[config.mk]
export PLATFORM = sky130hd
export DESIGN_NAME = ipc_carrier_regs
export DESIGN_NICKNAME = d
export VERILOG_FILES = /design/src/pkg/ipc_pkg.sv /design/src/hdl/ipc_win_dec.sv /design/src/hdl/ipc_rr_arb.sv /design/src/hdl/ipc_carrier_regs.sv
export SDC_FILE = /design/constraint.sdc
export NUM_CORES = 1
export LEC_CHECK = 0
export ABC_AREA = 0
export BUFFER_PORTS_ARGS = -buffer_cell sky130_fd_sc_hd__buf_2
export CAP_MARGIN = 20
export CORE_MARGIN = 8
export CORE_UTILIZATION = 61
export CTS_CLUSTER_SIZE = 20
export DETAILED_ROUTE_END_ITERATION = 12
export GPL_TIMING_DRIVEN = 0
export PLACE_DENSITY = 0.95
export SYNTH_ARGS = -nofsm -noshare
export SYNTH_HDL_FRONTEND = slang
export SYNTH_SLANG_ARGS = --single-unit
[constraint.sdc]
create_clock -name core_clk -period 7.48 [get_ports core_clk]
set_input_delay 0.374 -clock core_clk [delete_from_list [all_inputs] [get_ports core_clk]]
set_output_delay 0.374 -clock core_clk [all_outputs]
set_load 0.05 [all_outputs]
[src/pkg/ipc_pkg.sv]
// constants and carrier types of the mezzanine carrier register bank
//
// Overview of operation
// - level register bits 2:0 pick bus level
// - error bit 0 reads OR of module errors
// - unused error and enable bits read zero
// - memory enable bit per module, D..A
// - reset clears all memory enable bits
// - io and id decode ignore memory enable
// - memory cycle passes only enabled, in window
// - base bits 7:4 compare address 23:20
// - size bits 3:2, reset 1MB base 0
// - base and size store all eight bits
// - request enable register, eight bits, reset zero
// - request raises irq with both enables set
// - global enable status bit 3, reset zero
// - pending shows requests regardless of enable
// - last serviced request gets lowest priority
// - writing one to clear drops pending
// - auto clear shows pending only while asserted
package ipc_pkg;

    // ------------------------------------------------------------
    // register byte offsets
    // ------------------------------------------------------------
    localparam logic [7:0] OFS_STATUS    = 8'hc1;
    localparam logic [7:0] OFS_LEVEL     = 8'hc3;
    localparam logic [7:0] OFS_ERROR     = 8'hc5;
    localparam logic [7:0] OFS_MEM_EN    = 8'hc7;
    localparam logic [7:0] OFS_BASE_A    = 8'hd1;
    localparam logic [7:0] OFS_BASE_STEP = 8'h02;
    localparam logic [7:0] OFS_IRQ_EN    = 8'he1;
    localparam logic [7:0] OFS_PENDING   = 8'he3;
    localparam logic [7:0] OFS_CLEAR     = 8'he5;

    // ------------------------------------------------------------
    // field positions and reset values
    // ------------------------------------------------------------
    localparam int BIT_ACE        = 7;
    localparam int BIT_GIE        = 3;
    localparam int BIT_GIP        = 2;
    localparam int BASE_MSB       = 7;
    localparam int BASE_LSB       = 4;
    localparam int SIZE_MSB       = 3;
    localparam int SIZE_LSB       = 2;
    localparam int LEVEL_MSB      = 2;
    localparam int NUM_MODULES    = 4;
    localparam int NUM_REQ        = 8;
    localparam int ADDR_HI_LSB    = 20;
    localparam logic [7:0] RST_BYTE  = 8'h00;
    localparam logic [2:0] RST_LAST  = 3'h7;  // so bit 0 wins first
    localparam logic [3:0] FULL_MASK = 4'hf;

    // ------------------------------------------------------------
    // carrier types
    // ------------------------------------------------------------
    typedef struct packed {
        logic       wr;
        logic       rd;
        logic [7:0] addr;
        logic [7:0] wdata;
    } ipc_reg_req_t;

    typedef struct packed {
        logic        cycle;
        logic [23:0] addr;
    } ipc_mem_req_t;

    typedef struct packed {
        logic       cycle;
        logic [1:0] slot;
    } ipc_ioid_req_t;

endpackage : ipc_pkg

[src/hdl/ipc_win_dec.sv]
// a24 memory window decode for the four mezzanine modules
`timescale 1ns/1ps
module ipc_win_dec
    import ipc_pkg::*;
#(
    parameter int MODS = NUM_MODULES
) (
    input  wire ipc_mem_req_t        mem_req,   // memory cycle and address
    input  wire logic [MODS-1:0][7:0] base_size, // base and size bytes
    input  wire logic [MODS-1:0]     mem_en,    // memory enable bits
    output logic      [MODS-1:0]     hit        // module window hit
);

    // ------------------------------------------------------------
    // window compare
    // ------------------------------------------------------------
    // larger sizes shift zeros into the mask so low base bits drop out
    function automatic logic win_match(input logic [7:0] bs, input logic [3:0] a_hi);
        logic [3:0] mask;
        mask = FULL_MASK << bs[SIZE_MSB:SIZE_LSB];
        return ((bs[BASE_MSB:BASE_LSB] ^ a_hi) & mask) == 4'h0;
    endfunction : win_match

    always_comb begin
        for (int m = 0; m < MODS; m++) begin
            hit[m] = mem_req.cycle && mem_en[m]
                     && win_match(base_size[m], mem_req.addr[23:ADDR_HI_LSB]);
        end
    end

endmodule : ipc_win_dec

[src/hdl/ipc_rr_arb.sv]
// rotating priority pick among enabled pending requests
`timescale 1ns/1ps
module ipc_rr_arb
    import ipc_pkg::*;
(
    input  wire logic [7:0] req,    // enabled pending requests
    input  wire logic [2:0] last,   // index serviced most recently
    output logic      [2:0] win,    // chosen request index
    output logic            valid   // some request chosen
);

    // ------------------------------------------------------------
    // search from the slot after the last one, wrapping round
    // ------------------------------------------------------------
    always_comb begin
        logic [2:0] idx;
        idx   = 3'h0;
        win   = 3'h0;
        valid = 1'b0;
        for (int k = NUM_REQ; k >= 1; k--) begin
            idx = last + 3'(k);
            if (req[idx]) begin
                win   = idx;
                valid = 1'b1;
            end
        end
    end

endmodule : ipc_rr_arb

[src/hdl/ipc_carrier_regs.sv]
// register bank, window decode and interrupt forwarding of the carrier
`timescale 1ns/1ps
module ipc_carrier_regs
    import ipc_pkg::*;
(
    input  wire logic          core_clk,       // board clock, 10 MHz
    input  wire logic          sys_rst,        // synchronous reset, high
    input  wire ipc_reg_req_t  reg_req,        // register byte access
    output logic [7:0]         reg_rdata,      // read data, one cycle later
    input  wire logic [3:0]    mod_error,      // module error lines, high
    input  wire logic [7:0]    mod_irq_req,    // module requests, pair per module
    input  wire ipc_mem_req_t  mem_req,        // a24 memory cycle
    output logic [3:0]         mem_sel,        // memory select per module
    input  wire ipc_ioid_req_t ioid_req,       // io or id space cycle
    output logic [3:0]         ioid_sel,       // io or id select per module
    input  wire logic          irq_serviced,   // pulse: chosen request acknowledged
    output logic               irq_out,        // bus interrupt request, high
    output logic [2:0]         irq_level,      // bus level for irq_out
    output logic [2:0]         irq_choice,     // request to be acknowledged next
    output logic               irq_choice_vld  // irq_choice is meaningful
);

    // ------------------------------------------------------------
    // state
    // ------------------------------------------------------------
    typedef struct packed {
        logic [3:0][7:0] base_size;
        logic [3:0]      mem_en;
        logic [7:0]      irq_en;
        logic [7:0]      pend;
        logic [2:0]      level;
        logic            global_irq_enable;
        logic            ace;
        logic [2:0]      last;
        logic [7:0]      rdata;
        logic [3:0]      mem_sel;
        logic [3:0]      ioid_sel;
        logic            irq_out;
        logic [2:0]      choice;
        logic            choice_vld;
    } ipc_state_t;

    ipc_state_t st_q;
    ipc_state_t st_d;
    logic [3:0] win_hit;
    logic [2:0] arb_win;
    logic       arb_vld;

    // ------------------------------------------------------------
    // helpers
    // ------------------------------------------------------------
    function automatic logic is_wr(input ipc_reg_req_t r, input logic [7:0] ofs);
        return r.wr && (r.addr == ofs);
    endfunction : is_wr

    function automatic logic is_rd(input ipc_reg_req_t r, input logic [7:0] ofs);
        return r.rd && (r.addr == ofs);
    endfunction : is_rd

    function automatic logic [7:0] base_ofs(input int m);
        return OFS_BASE_A + 8'(m) * OFS_BASE_STEP;
    endfunction : base_ofs

    // ------------------------------------------------------------
    // window decode and arbitration
    // ------------------------------------------------------------
    ipc_win_dec #(
        .MODS      (NUM_MODULES)
    ) u_win (
        .mem_req   (mem_req),
        .base_size (st_q.base_size),
        .mem_en    (st_q.mem_en),
        .hit       (win_hit)
    );

    // only enabled requests compete; pending alone does not
    ipc_rr_arb u_arb (
        .req   (st_q.pend & st_q.irq_en),
        .last  (st_q.last),
        .win   (arb_win),
        .valid (arb_vld)
    );

    // ------------------------------------------------------------
    // next state
    // ------------------------------------------------------------
    always_comb begin
        logic [7:0] rd_val;
        logic [7:0] clr;
        st_d   = st_q;
        rd_val = RST_BYTE;
        clr    = RST_BYTE;

        // register writes
        if (is_wr(reg_req, OFS_STATUS)) begin
            st_d.ace = reg_req.wdata[BIT_ACE];
            st_d.global_irq_enable = reg_req.wdata[BIT_GIE];
        end
        if (is_wr(reg_req, OFS_LEVEL)) begin
            st_d.level = reg_req.wdata[LEVEL_MSB:0];
        end
        if (is_wr(reg_req, OFS_MEM_EN)) begin
            st_d.mem_en = reg_req.wdata[NUM_MODULES-1:0];
        end
        for (int m = 0; m < NUM_MODULES; m++) begin
            if (is_wr(reg_req, base_ofs(m))) begin
                st_d.base_size[m] = reg_req.wdata;
            end
        end
        if (is_wr(reg_req, OFS_IRQ_EN)) begin
            st_d.irq_en = reg_req.wdata;
        end
        if (is_wr(reg_req, OFS_CLEAR)) begin
            clr = reg_req.wdata;
        end

        // pending: live in auto clear mode, else latched with set over clear
        if (st_q.ace) begin
            st_d.pend = mod_irq_req;
        end else begin
            st_d.pend = (st_q.pend & ~clr) | mod_irq_req;
        end

        // register reads, unmapped and write-only offsets read zero
        if (reg_req.rd) begin
            case (reg_req.addr)
                OFS_STATUS: begin
                    rd_val[BIT_ACE] = st_q.ace;
                    rd_val[BIT_GIE] = st_q.global_irq_enable;
                    rd_val[BIT_GIP] = |st_q.pend;
                end
                OFS_LEVEL: begin
                    rd_val[LEVEL_MSB:0] = st_q.level;
                end
                OFS_ERROR: begin
                    rd_val[0] = |mod_error;
                end
                OFS_MEM_EN: begin
                    rd_val[NUM_MODULES-1:0] = st_q.mem_en;
                end
                OFS_IRQ_EN: begin
                    rd_val = st_q.irq_en;
                end
                OFS_PENDING: begin
                    rd_val = st_q.pend;
                end
                default: begin
                    for (int m = 0; m < NUM_MODULES; m++) begin
                        if (reg_req.addr == base_ofs(m)) begin
                            rd_val = st_q.base_size[m];
                        end
                    end
                end
            endcase
        end
        st_d.rdata = rd_val;

        // space selects; io and id never look at the memory enables
        st_d.mem_sel = win_hit;
        st_d.ioid_sel = RST_BYTE[3:0];
        if (ioid_req.cycle) begin
            st_d.ioid_sel[ioid_req.slot] = 1'b1;
        end

        // forwarding to the bus
        st_d.irq_out    = st_q.global_irq_enable && (|(st_q.pend & st_q.irq_en));
        st_d.choice     = arb_win;
        st_d.choice_vld = arb_vld;
        if (irq_serviced && st_q.choice_vld) begin
            st_d.last = st_q.choice;
        end

        if (sys_rst) begin
            st_d = '0;
            st_d.last = RST_LAST;
        end
    end

    always_ff @(posedge core_clk) begin
        st_q <= st_d;
    end

    // ------------------------------------------------------------
    // outputs
    // ------------------------------------------------------------
    assign reg_rdata      = st_q.rdata;
    assign mem_sel        = st_q.mem_sel;
    assign ioid_sel       = st_q.ioid_sel;
    assign irq_out        = st_q.irq_out;
    assign irq_level      = st_q.level;
    assign irq_choice     = st_q.choice;
    assign irq_choice_vld = st_q.choice_vld;

    // ------------------------------------------------------------
    // checks
    // ------------------------------------------------------------
    chk_level_write: assert property (@(posedge core_clk) disable iff (sys_rst)
        is_wr(reg_req, OFS_LEVEL) |=> irq_level == $past(reg_req.wdata[LEVEL_MSB:0]))
        else $error("level register did not take written value");

    chk_error_read: assert property (@(posedge core_clk) disable iff (sys_rst)
        is_rd(reg_req, OFS_ERROR) |=> reg_rdata == {7'h00, $past(|mod_error)})
        else $error("error register read wrong");

    chk_memen_unused: assert property (@(posedge core_clk) disable iff (sys_rst)
        is_rd(reg_req, OFS_MEM_EN) |=> reg_rdata[7:4] == 4'h0)
        else $error("unused memory enable bits not zero");

    chk_memen_reset: assert property (@(posedge core_clk)
        sys_rst |=> st_q.mem_en == 4'h0 && st_q.base_size == '0)
        else $error("reset left memory enables or windows set");

    chk_mem_gate: assert property (@(posedge core_clk) disable iff (sys_rst)
        (mem_sel & ~$past(st_q.mem_en)) == 4'h0 && (mem_sel != 4'h0 -> $past(mem_req.cycle)))
        else $error("memory select without enable or cycle");

    chk_ioid_free: assert property (@(posedge core_clk) disable iff (sys_rst)
        ioid_req.cycle |=> ioid_sel[$past(ioid_req.slot)])
        else $error("io or id select blocked by memory enable");

    chk_base_readback: assert property (@(posedge core_clk) disable iff (sys_rst)
        is_wr(reg_req, OFS_BASE_A) ##1 is_rd(reg_req, OFS_BASE_A)
        |=> reg_rdata == $past(reg_req.wdata, 2))
        else $error("base register readback differs");

    chk_irq_gate: assert property (@(posedge core_clk) disable iff (sys_rst)
        irq_out |-> $past(st_q.global_irq_enable) && ($past(st_q.pend & st_q.irq_en) != 8'h00))
        else $error("irq raised without both enables");

    chk_set_wins: assert property (@(posedge core_clk) disable iff (sys_rst)
        !st_q.ace && mod_irq_req[0] |=> st_q.pend[0])
        else $error("request lost by pending latch");

    chk_clear_pend: assert property (@(posedge core_clk) disable iff (sys_rst)
        !st_q.ace && is_wr(reg_req, OFS_CLEAR) && reg_req.wdata[0] && !mod_irq_req[0]
        |=> !st_q.pend[0])
        else $error("clear did not drop pending bit");

    chk_ace_live: assert property (@(posedge core_clk) disable iff (sys_rst)
        st_q.ace |=> st_q.pend == $past(mod_irq_req))
        else $error("pending latched while auto clear on");

    chk_rotate: assert property (@(posedge core_clk) disable iff (sys_rst)
        irq_serviced && irq_choice_vld |=> st_q.last == $past(irq_choice))
        else $error("serviced request not moved to lowest priority");

    // ------------------------------------------------------------
    // checks on register storage and decode
    // ------------------------------------------------------------
    chk_memen_write: assert property (@(posedge core_clk) disable iff (sys_rst)
        is_wr(reg_req, OFS_MEM_EN) |=> st_q.mem_en == $past(reg_req.wdata[NUM_MODULES-1:0]))
        else $error("memory enable did not take written value");

    chk_irqen_write: assert property (@(posedge core_clk) disable iff (sys_rst)
        is_wr(reg_req, OFS_IRQ_EN) |=> st_q.irq_en == $past(reg_req.wdata))
        else $error("request enable did not take written value");

    chk_gie_write: assert property (@(posedge core_clk) disable iff (sys_rst)
        is_wr(reg_req, OFS_STATUS) |=> st_q.global_irq_enable == $past(reg_req.wdata[BIT_GIE]))
        else $error("global enable did not take written value");

    chk_status_read: assert property (@(posedge core_clk) disable iff (sys_rst)
        is_rd(reg_req, OFS_STATUS)
        |=> reg_rdata[BIT_GIE] == $past(st_q.global_irq_enable) && reg_rdata[BIT_GIP] == $past(|st_q.pend))
        else $error("status read shows wrong enable or pending");

    chk_pend_read: assert property (@(posedge core_clk) disable iff (sys_rst)
        is_rd(reg_req, OFS_PENDING) |=> reg_rdata == $past(st_q.pend))
        else $error("pending register read wrong");

    chk_clear_wo: assert property (@(posedge core_clk) disable iff (sys_rst)
        is_rd(reg_req, OFS_CLEAR) |=> reg_rdata == 8'h00)
        else $error("clear register read not zero");

    // an exact base match hits at every window size
    chk_mem_hit: assert property (@(posedge core_clk) disable iff (sys_rst)
        mem_req.cycle && st_q.mem_en[0]
        && mem_req.addr[23:ADDR_HI_LSB] == st_q.base_size[0][BASE_MSB:BASE_LSB] |=> mem_sel[0])
        else $error("enabled window not selected on base match");

    chk_ioid_onehot: assert property (@(posedge core_clk) disable iff (sys_rst)
        ioid_req.cycle |=> $onehot(ioid_sel))
        else $error("io or id select not one-hot");

    // ------------------------------------------------------------
    // checks on interrupt forwarding
    // ------------------------------------------------------------
    chk_pend_reset: assert property (@(posedge core_clk)
        sys_rst |=> st_q.pend == 8'h00 && st_q.irq_en == 8'h00 && !st_q.global_irq_enable)
        else $error("reset left pending or enables set");

    chk_irq_raise: assert property (@(posedge core_clk) disable iff (sys_rst)
        st_q.global_irq_enable && (st_q.pend & st_q.irq_en) != 8'h00 |=> irq_out)
        else $error("enabled pending request not forwarded");

    // the pick must name a request that is both pending and enabled
    chk_choice_legal: assert property (@(posedge core_clk) disable iff (sys_rst)
        irq_choice_vld |-> (($past(st_q.pend & st_q.irq_en) >> irq_choice) & 8'h01) == 8'h01)
        else $error("pick names a request that cannot be serviced");

    // a latched request only leaves through the clear register
    chk_pend_hold: assert property (@(posedge core_clk) disable iff (sys_rst)
        !st_q.ace && !is_wr(reg_req, OFS_CLEAR)
        |=> (st_q.pend & $past(st_q.pend)) == $past(st_q.pend))
        else $error("latched pending bit dropped without clear");

endmodule : ipc_carrier_regs

Word level (Yosys, flattened, before mapping)
Cells that the tools add are included.
- add/sub/neg operators: 7
- $lt $le $gt $ge: 10
- equal/unequal tests: 11
- shift operators: 4
- muxes and demuxes: 46
- bitwise gates (word level): 14
- reduce and logical (&&, ||, !) cells: 33
- operator list (kind ; number):
    $eq A8 B8 Y1 const B ; 11
    $mux W8 ; 6
    $lt A3 B4 Y1 const B ; 8
    $bmux W1 S3 ; 8
    $mux W3 ; 8
    $logic_and A1 B1 Y1 ; 20
    $mux W1 ; 17
    $and A4 B4 Y4 ; 4
    $and A8 B8 Y8 ; 2
    $logic_not A4 Y1 ; 4
    $reduce_or A8 Y1 ; 2
    $shl A4 B2 Y4 const A ; 4
    $xor A4 B4 Y4 ; 4
    $add A3 B3 Y3 const B ; 4
    $pmux W1 S6 ; 2
    $pmux W1 S5 ; 2
    $pmux W3 S3 ; 1
    $not A8 Y8 ; 1
    $or A8 B8 Y8 ; 1
    $reduce_or A2 Y1 ; 4
    $reduce_or A4 Y1 ; 2
    $add A3 B2 Y3 const B ; 2
    $pmux W1 S4 ; 1
    $add A3 B1 Y3 const B ; 1
    5 further kinds ; 6
- register bits: 81
- output and inout bits: 24

Logic depth before layout (Yosys ltp)
- depth after elaboration: 11
- depth in mapped cells: 10
- gate-level depth less buffers: 8

By module
Synthesis repeated with hierarchy kept, for this count alone.
- cells, all modules: 488
- area total of the unflattened synthesis: 4650.7 µm²
- modules (own cells, without submodules) (module ; instances ; cells an instance ; area an instance (µm²) ; sequential area each (µm²)):
    ipc_carrier_regs ; 1 ; 374 ; 3652.3 ; 1621.6
    ipc_rr_arb ; 1 ; 77 ; 674.4 ; 0.0
    ipc_win_dec ; 1 ; 37 ; 324.1 ; 0.0

Least setup slack after synthesis
No wires, ideal clock.
- path kind: flip-flop to flip-flop
- start: reg st_q[21] in the netlist's numbering
- end: reg st_q (netlist bit irq_choice[1])
- library setup time: 86 ps
- arrival time: 2287 ps
- data required time: 7394 ps
- slack: 5107 ps
- cell stages (with the launch flop): 9
- path buffers: 1
- period minus slack after synthesis: 2373 ps
- path through: dfxtp_1 buf_6 inv_2 ha_1 xor2_2 mux4_2 o32ai_1 mux2i_1 a221oi_2
- cells in the longest elaborated chain, start to end: 10
- elaborated cells on any way between the ends: 31
- classes of those cells: add/sub (7); mux (24)
- ends and longest elaborated chain (element ; RTL line ; source):
    from (decl) ; ipc_carrier_regs.sv:43 ; ipc_state_t st_q;
    from (signal assigned) ; ipc_carrier_regs.sv:180 ; st_q <= st_d;
    $add A3 B3 Y3 / $bmux W1 S3 (equally long branches) ; ipc_rr_arb.sv:21, ipc_rr_arb.sv:22 ;
    $bmux W1 S3 / $mux W1 (equally long branches) ; ipc_rr_arb.sv:22 ; if (req[idx]) begin
    $mux W1 (not written as such) / $mux W3 (equally long branches) ; ipc_rr_arb.sv:22 ;
    $mux W3 (6 in series) ; ipc_rr_arb.sv:22 ;
    $mux W3 * ; ipc_rr_arb.sv:22 ;
Every way passes the cells marked *; elsewhere a longest branch is shown, timed or not. The select of a mux whose other input is x is not followed.
A chain may end at the register's enable or synchronous reset.

Final worst setup path
- start: reg st_q[21] in the netlist's numbering
- end: reg st_q (netlist bit irq_choice[2])
Same word-level chain as after synthesis.

==> flow_summary.yaml <==
yosys:
  yosys.area.top_type_share: 0.3418
  avgSynthCellArea_um2: 8.518
  yosys.area.top_type: "dfxtp_1"
  synth_cell_type_count: 69
  synth_edf_count: 0
  synthTopCellsByArea: "dfxtp_1 (34%), nand2_1 (7.4%), mux2i_1 (5.7%), a21oi_1 (5.4%), mux4_2 (4.3%)"
  yosysMostFrequentCell: "nand2_1"
  synthesis.area_mm2: 0.004745
  yosysWarnings: 0
  synthFlopType: "dfxtp_1"
  ys_ff_latch: 81
  synth_nets: 620
  ys_seq_area_frac: 0.3418
  postSynth.asyncResetShare: 0
  synthCells: 557
  yosys-top-cells-count: "nand2_1 (94), dfxtp_1 (81), a21oi_1 (51)"
critical_path:
  crit_end: "irq_choice[2]"
  r2r-start: "st_q[21]"
  end_kind: "flip-flop"
  crit_required_ns: 7.76
  cp_max_fo: 10
  r2r_end: "irq_choice[2]"
  crit_start: "st_q[21]"
  ff2ff_path_depth: 10
  crit_arrival_ns: 3.01
  rrSetupSlack_ns: 4.75
  cp-start-kind: "flip-flop"
  path_class: "flip-flop to flip-flop"
layout:
  antennaDiodeCount: 0
  layout-drive-gt1-share: 0.2099
  nFillCells: 590
  finish.net_count: 687
  syn_to_final_growth_pct: 13.55
run_status:
  status: "complete, no violations"
timing:
  final.period_utilization: 0.3648
  max_freq_mhz: 366.4
  worst_slew_pin_slew_ns: 0.8841
  max_slew_margin: 0.4057
  fin_crit_ns: 2.729
  rsz0062_at_grt: "false"
  drv_slew: 0
  hold_slack_ns: 0.2059
  setup_viol: 0
  hold_violations: 0
  fin_skew_ns: 0.01109
  setup_tns_ns: 0
cts:
  cts_made_buffers: 9
  cts_tree: "built"
  ctsHtreeMaxLevel: 3
  clockRootBuffer: "clkbuf_8"
  clockBufferDepth: 2
  cts_setup_buffers: 0
  cts_resized: 0
  path_clk_slew_ns: 0.09
  cts.sinks: 81
  hold_buffers: 0
  worstSkewPairLatency_ns: 0.37
detailed_routing:
  drc: 0
  final_antenna_net_count: 0
  wire_per_inst_um: 19.71
  first_pass_iters: 7
  via_per_inst: 6.479
  dr.first_iter.drc_count: 547
  wl_um: 14410
  vias: 4736
flow_run:
  cap_violations: 0
hold_path:
  hold_class: "primary input to flip-flop"
global_route:
  antenna_found_initial: 0
  grt_pass1_wl_um: 23140
  grt_remaining_overflow: 0
  grt_max_degree: 17
  grt_use_total: 0.2609
  grt_pass1_vias: 4602
floorplanning:
  die_area_mm2: 0.01086
  rows: 32
  ios: 85
  die_x_um: 104.2
  fp.dieH_um: 104.2
  initial_core_util: 0.6204
  fp.coreArea_mm2: 0.007647
placement:
  dp_hpwl_um: 10710
  place_congestion: 0.9574
  io_buffers: 54
pwr:
  p_leak_uw: 0.001973
  power_density_mw_per_mm2: 163.0
  max-vdd-ir-drop_v: 0.0001236
## metal layers
metal | GRT usage | vias to the layer above | wire (um)
li1 | - | 2129 | -
met1 | 0.3050 | 2236 | 5493
met2 | 0.4423 | 304 | 6903
met3 | 0.06196 | 67 | 1418
met4 | 0.1189 | 0 | 591
met5 | 0 | - | 0
## metrics by stage
step	instance area, um2	cells	power, uW	setup slack, ns	utilization
after floorplan	4745	557	483.8	5.107	-
after detailed placement	5149	714	509.6	4.785	0.6733
after global routing	5388	731	900.8	4.593	0.7045
after CTS	5380	730	874.4	4.756	0.7035
after global placement	5142	713	508.0	4.814	0.6724
final	5388	731	878.4	4.751	0.7045
## sequential cells by signal (all words and copies together), names as in the netlist
register        cells
reg_rdata           8
irq_level           3
st_q               57
irq_choice_vld      1
irq_out             1
mem_sel             4
ioid_sel            4
irq_choice          3
## area by class of cell
type | count | area [um2] | share of cell area
inverter | 11 | 41.29 | 0.007664
tap | 102 | 127.6 | 0.02369
timing repair buffer | 56 | 282.8 | 0.05248
sequential | 81 | 1622 | 0.3010
multi-input combinational | 406 | 2724 | 0.5056
buffer | 59 | 359.1 | 0.06665
clock buffer | 9 | 123.9 | 0.02299
clock inverter | 7 | 107.6 | 0.01997
## logic make-up after synthesis
kind of cell	synth area share
and+or+nand+nor	0.2155
AOI/OAI and AO/OA	0.1801
DFF	0.3418
buffers and inverters	0.08439
muxes	0.1348
xor gates and xnor gates	0.03824
adders and majority gates	0.005273
## where the power goes
| group | total, uW | switching, uW | internal (uW) |
|---|---|---|---|
| registers | 440 | 5.55 | 435 |
| logic | 62.3 | 41.4 | 21.0 |
| clock network | 376 | 181 | 195 |
## layout by cell type (no fill, tap or decap), types with 16 or more instances in the layout
| cell type | Yosys | routed |
|---|---|---|
| nand2_1 | 94 | 94 |
| dfxtp_1 | 81 | 81 |
| buf_2 | 7 | 62 |
| a21oi_1 | 51 | 51 |
| nand3_1 | 39 | 39 |
| mux2i_1 | 27 | 27 |
| nor2_1 | 25 | 25 |
| buf_4 | 24 | 24 |
| clkbuf_1 | 21 | 21 |
| o21ai_0 | 16 | 16 |
| xnor2_1 | 16 | 16 |
## worst min path at each step
stage	start	end	slack, ns	cells past startpoint
global placement	st_q[49]	st_q[49]	0.44	2
detailed placement	st_q[74]	st_q[74]	0.45	2
finish	ioid_req[1]	ioid_sel[1]	0.21	2
global route	ioid_req[0]	ioid_sel[2]	0.21	2
floorplan	st_q[49]	st_q[49]	0.43	2
CTS	ioid_req[0]	ioid_sel[2]	0.20	2
## critical path, stage by stage (launching register included)
cell	delay (ns)
dfxtp_1	0.36
buf_6	0.16
inv_2	0.12
ha_1	0.29
buf_2	0.20
clkinv_1	0.28
mux4_2	0.40
o221a_1	0.29
o21ai_1	0.19
nor2_1	0.07
a221oi_2	0.27
Note: power is estimated with default switching activity, not from simulation.
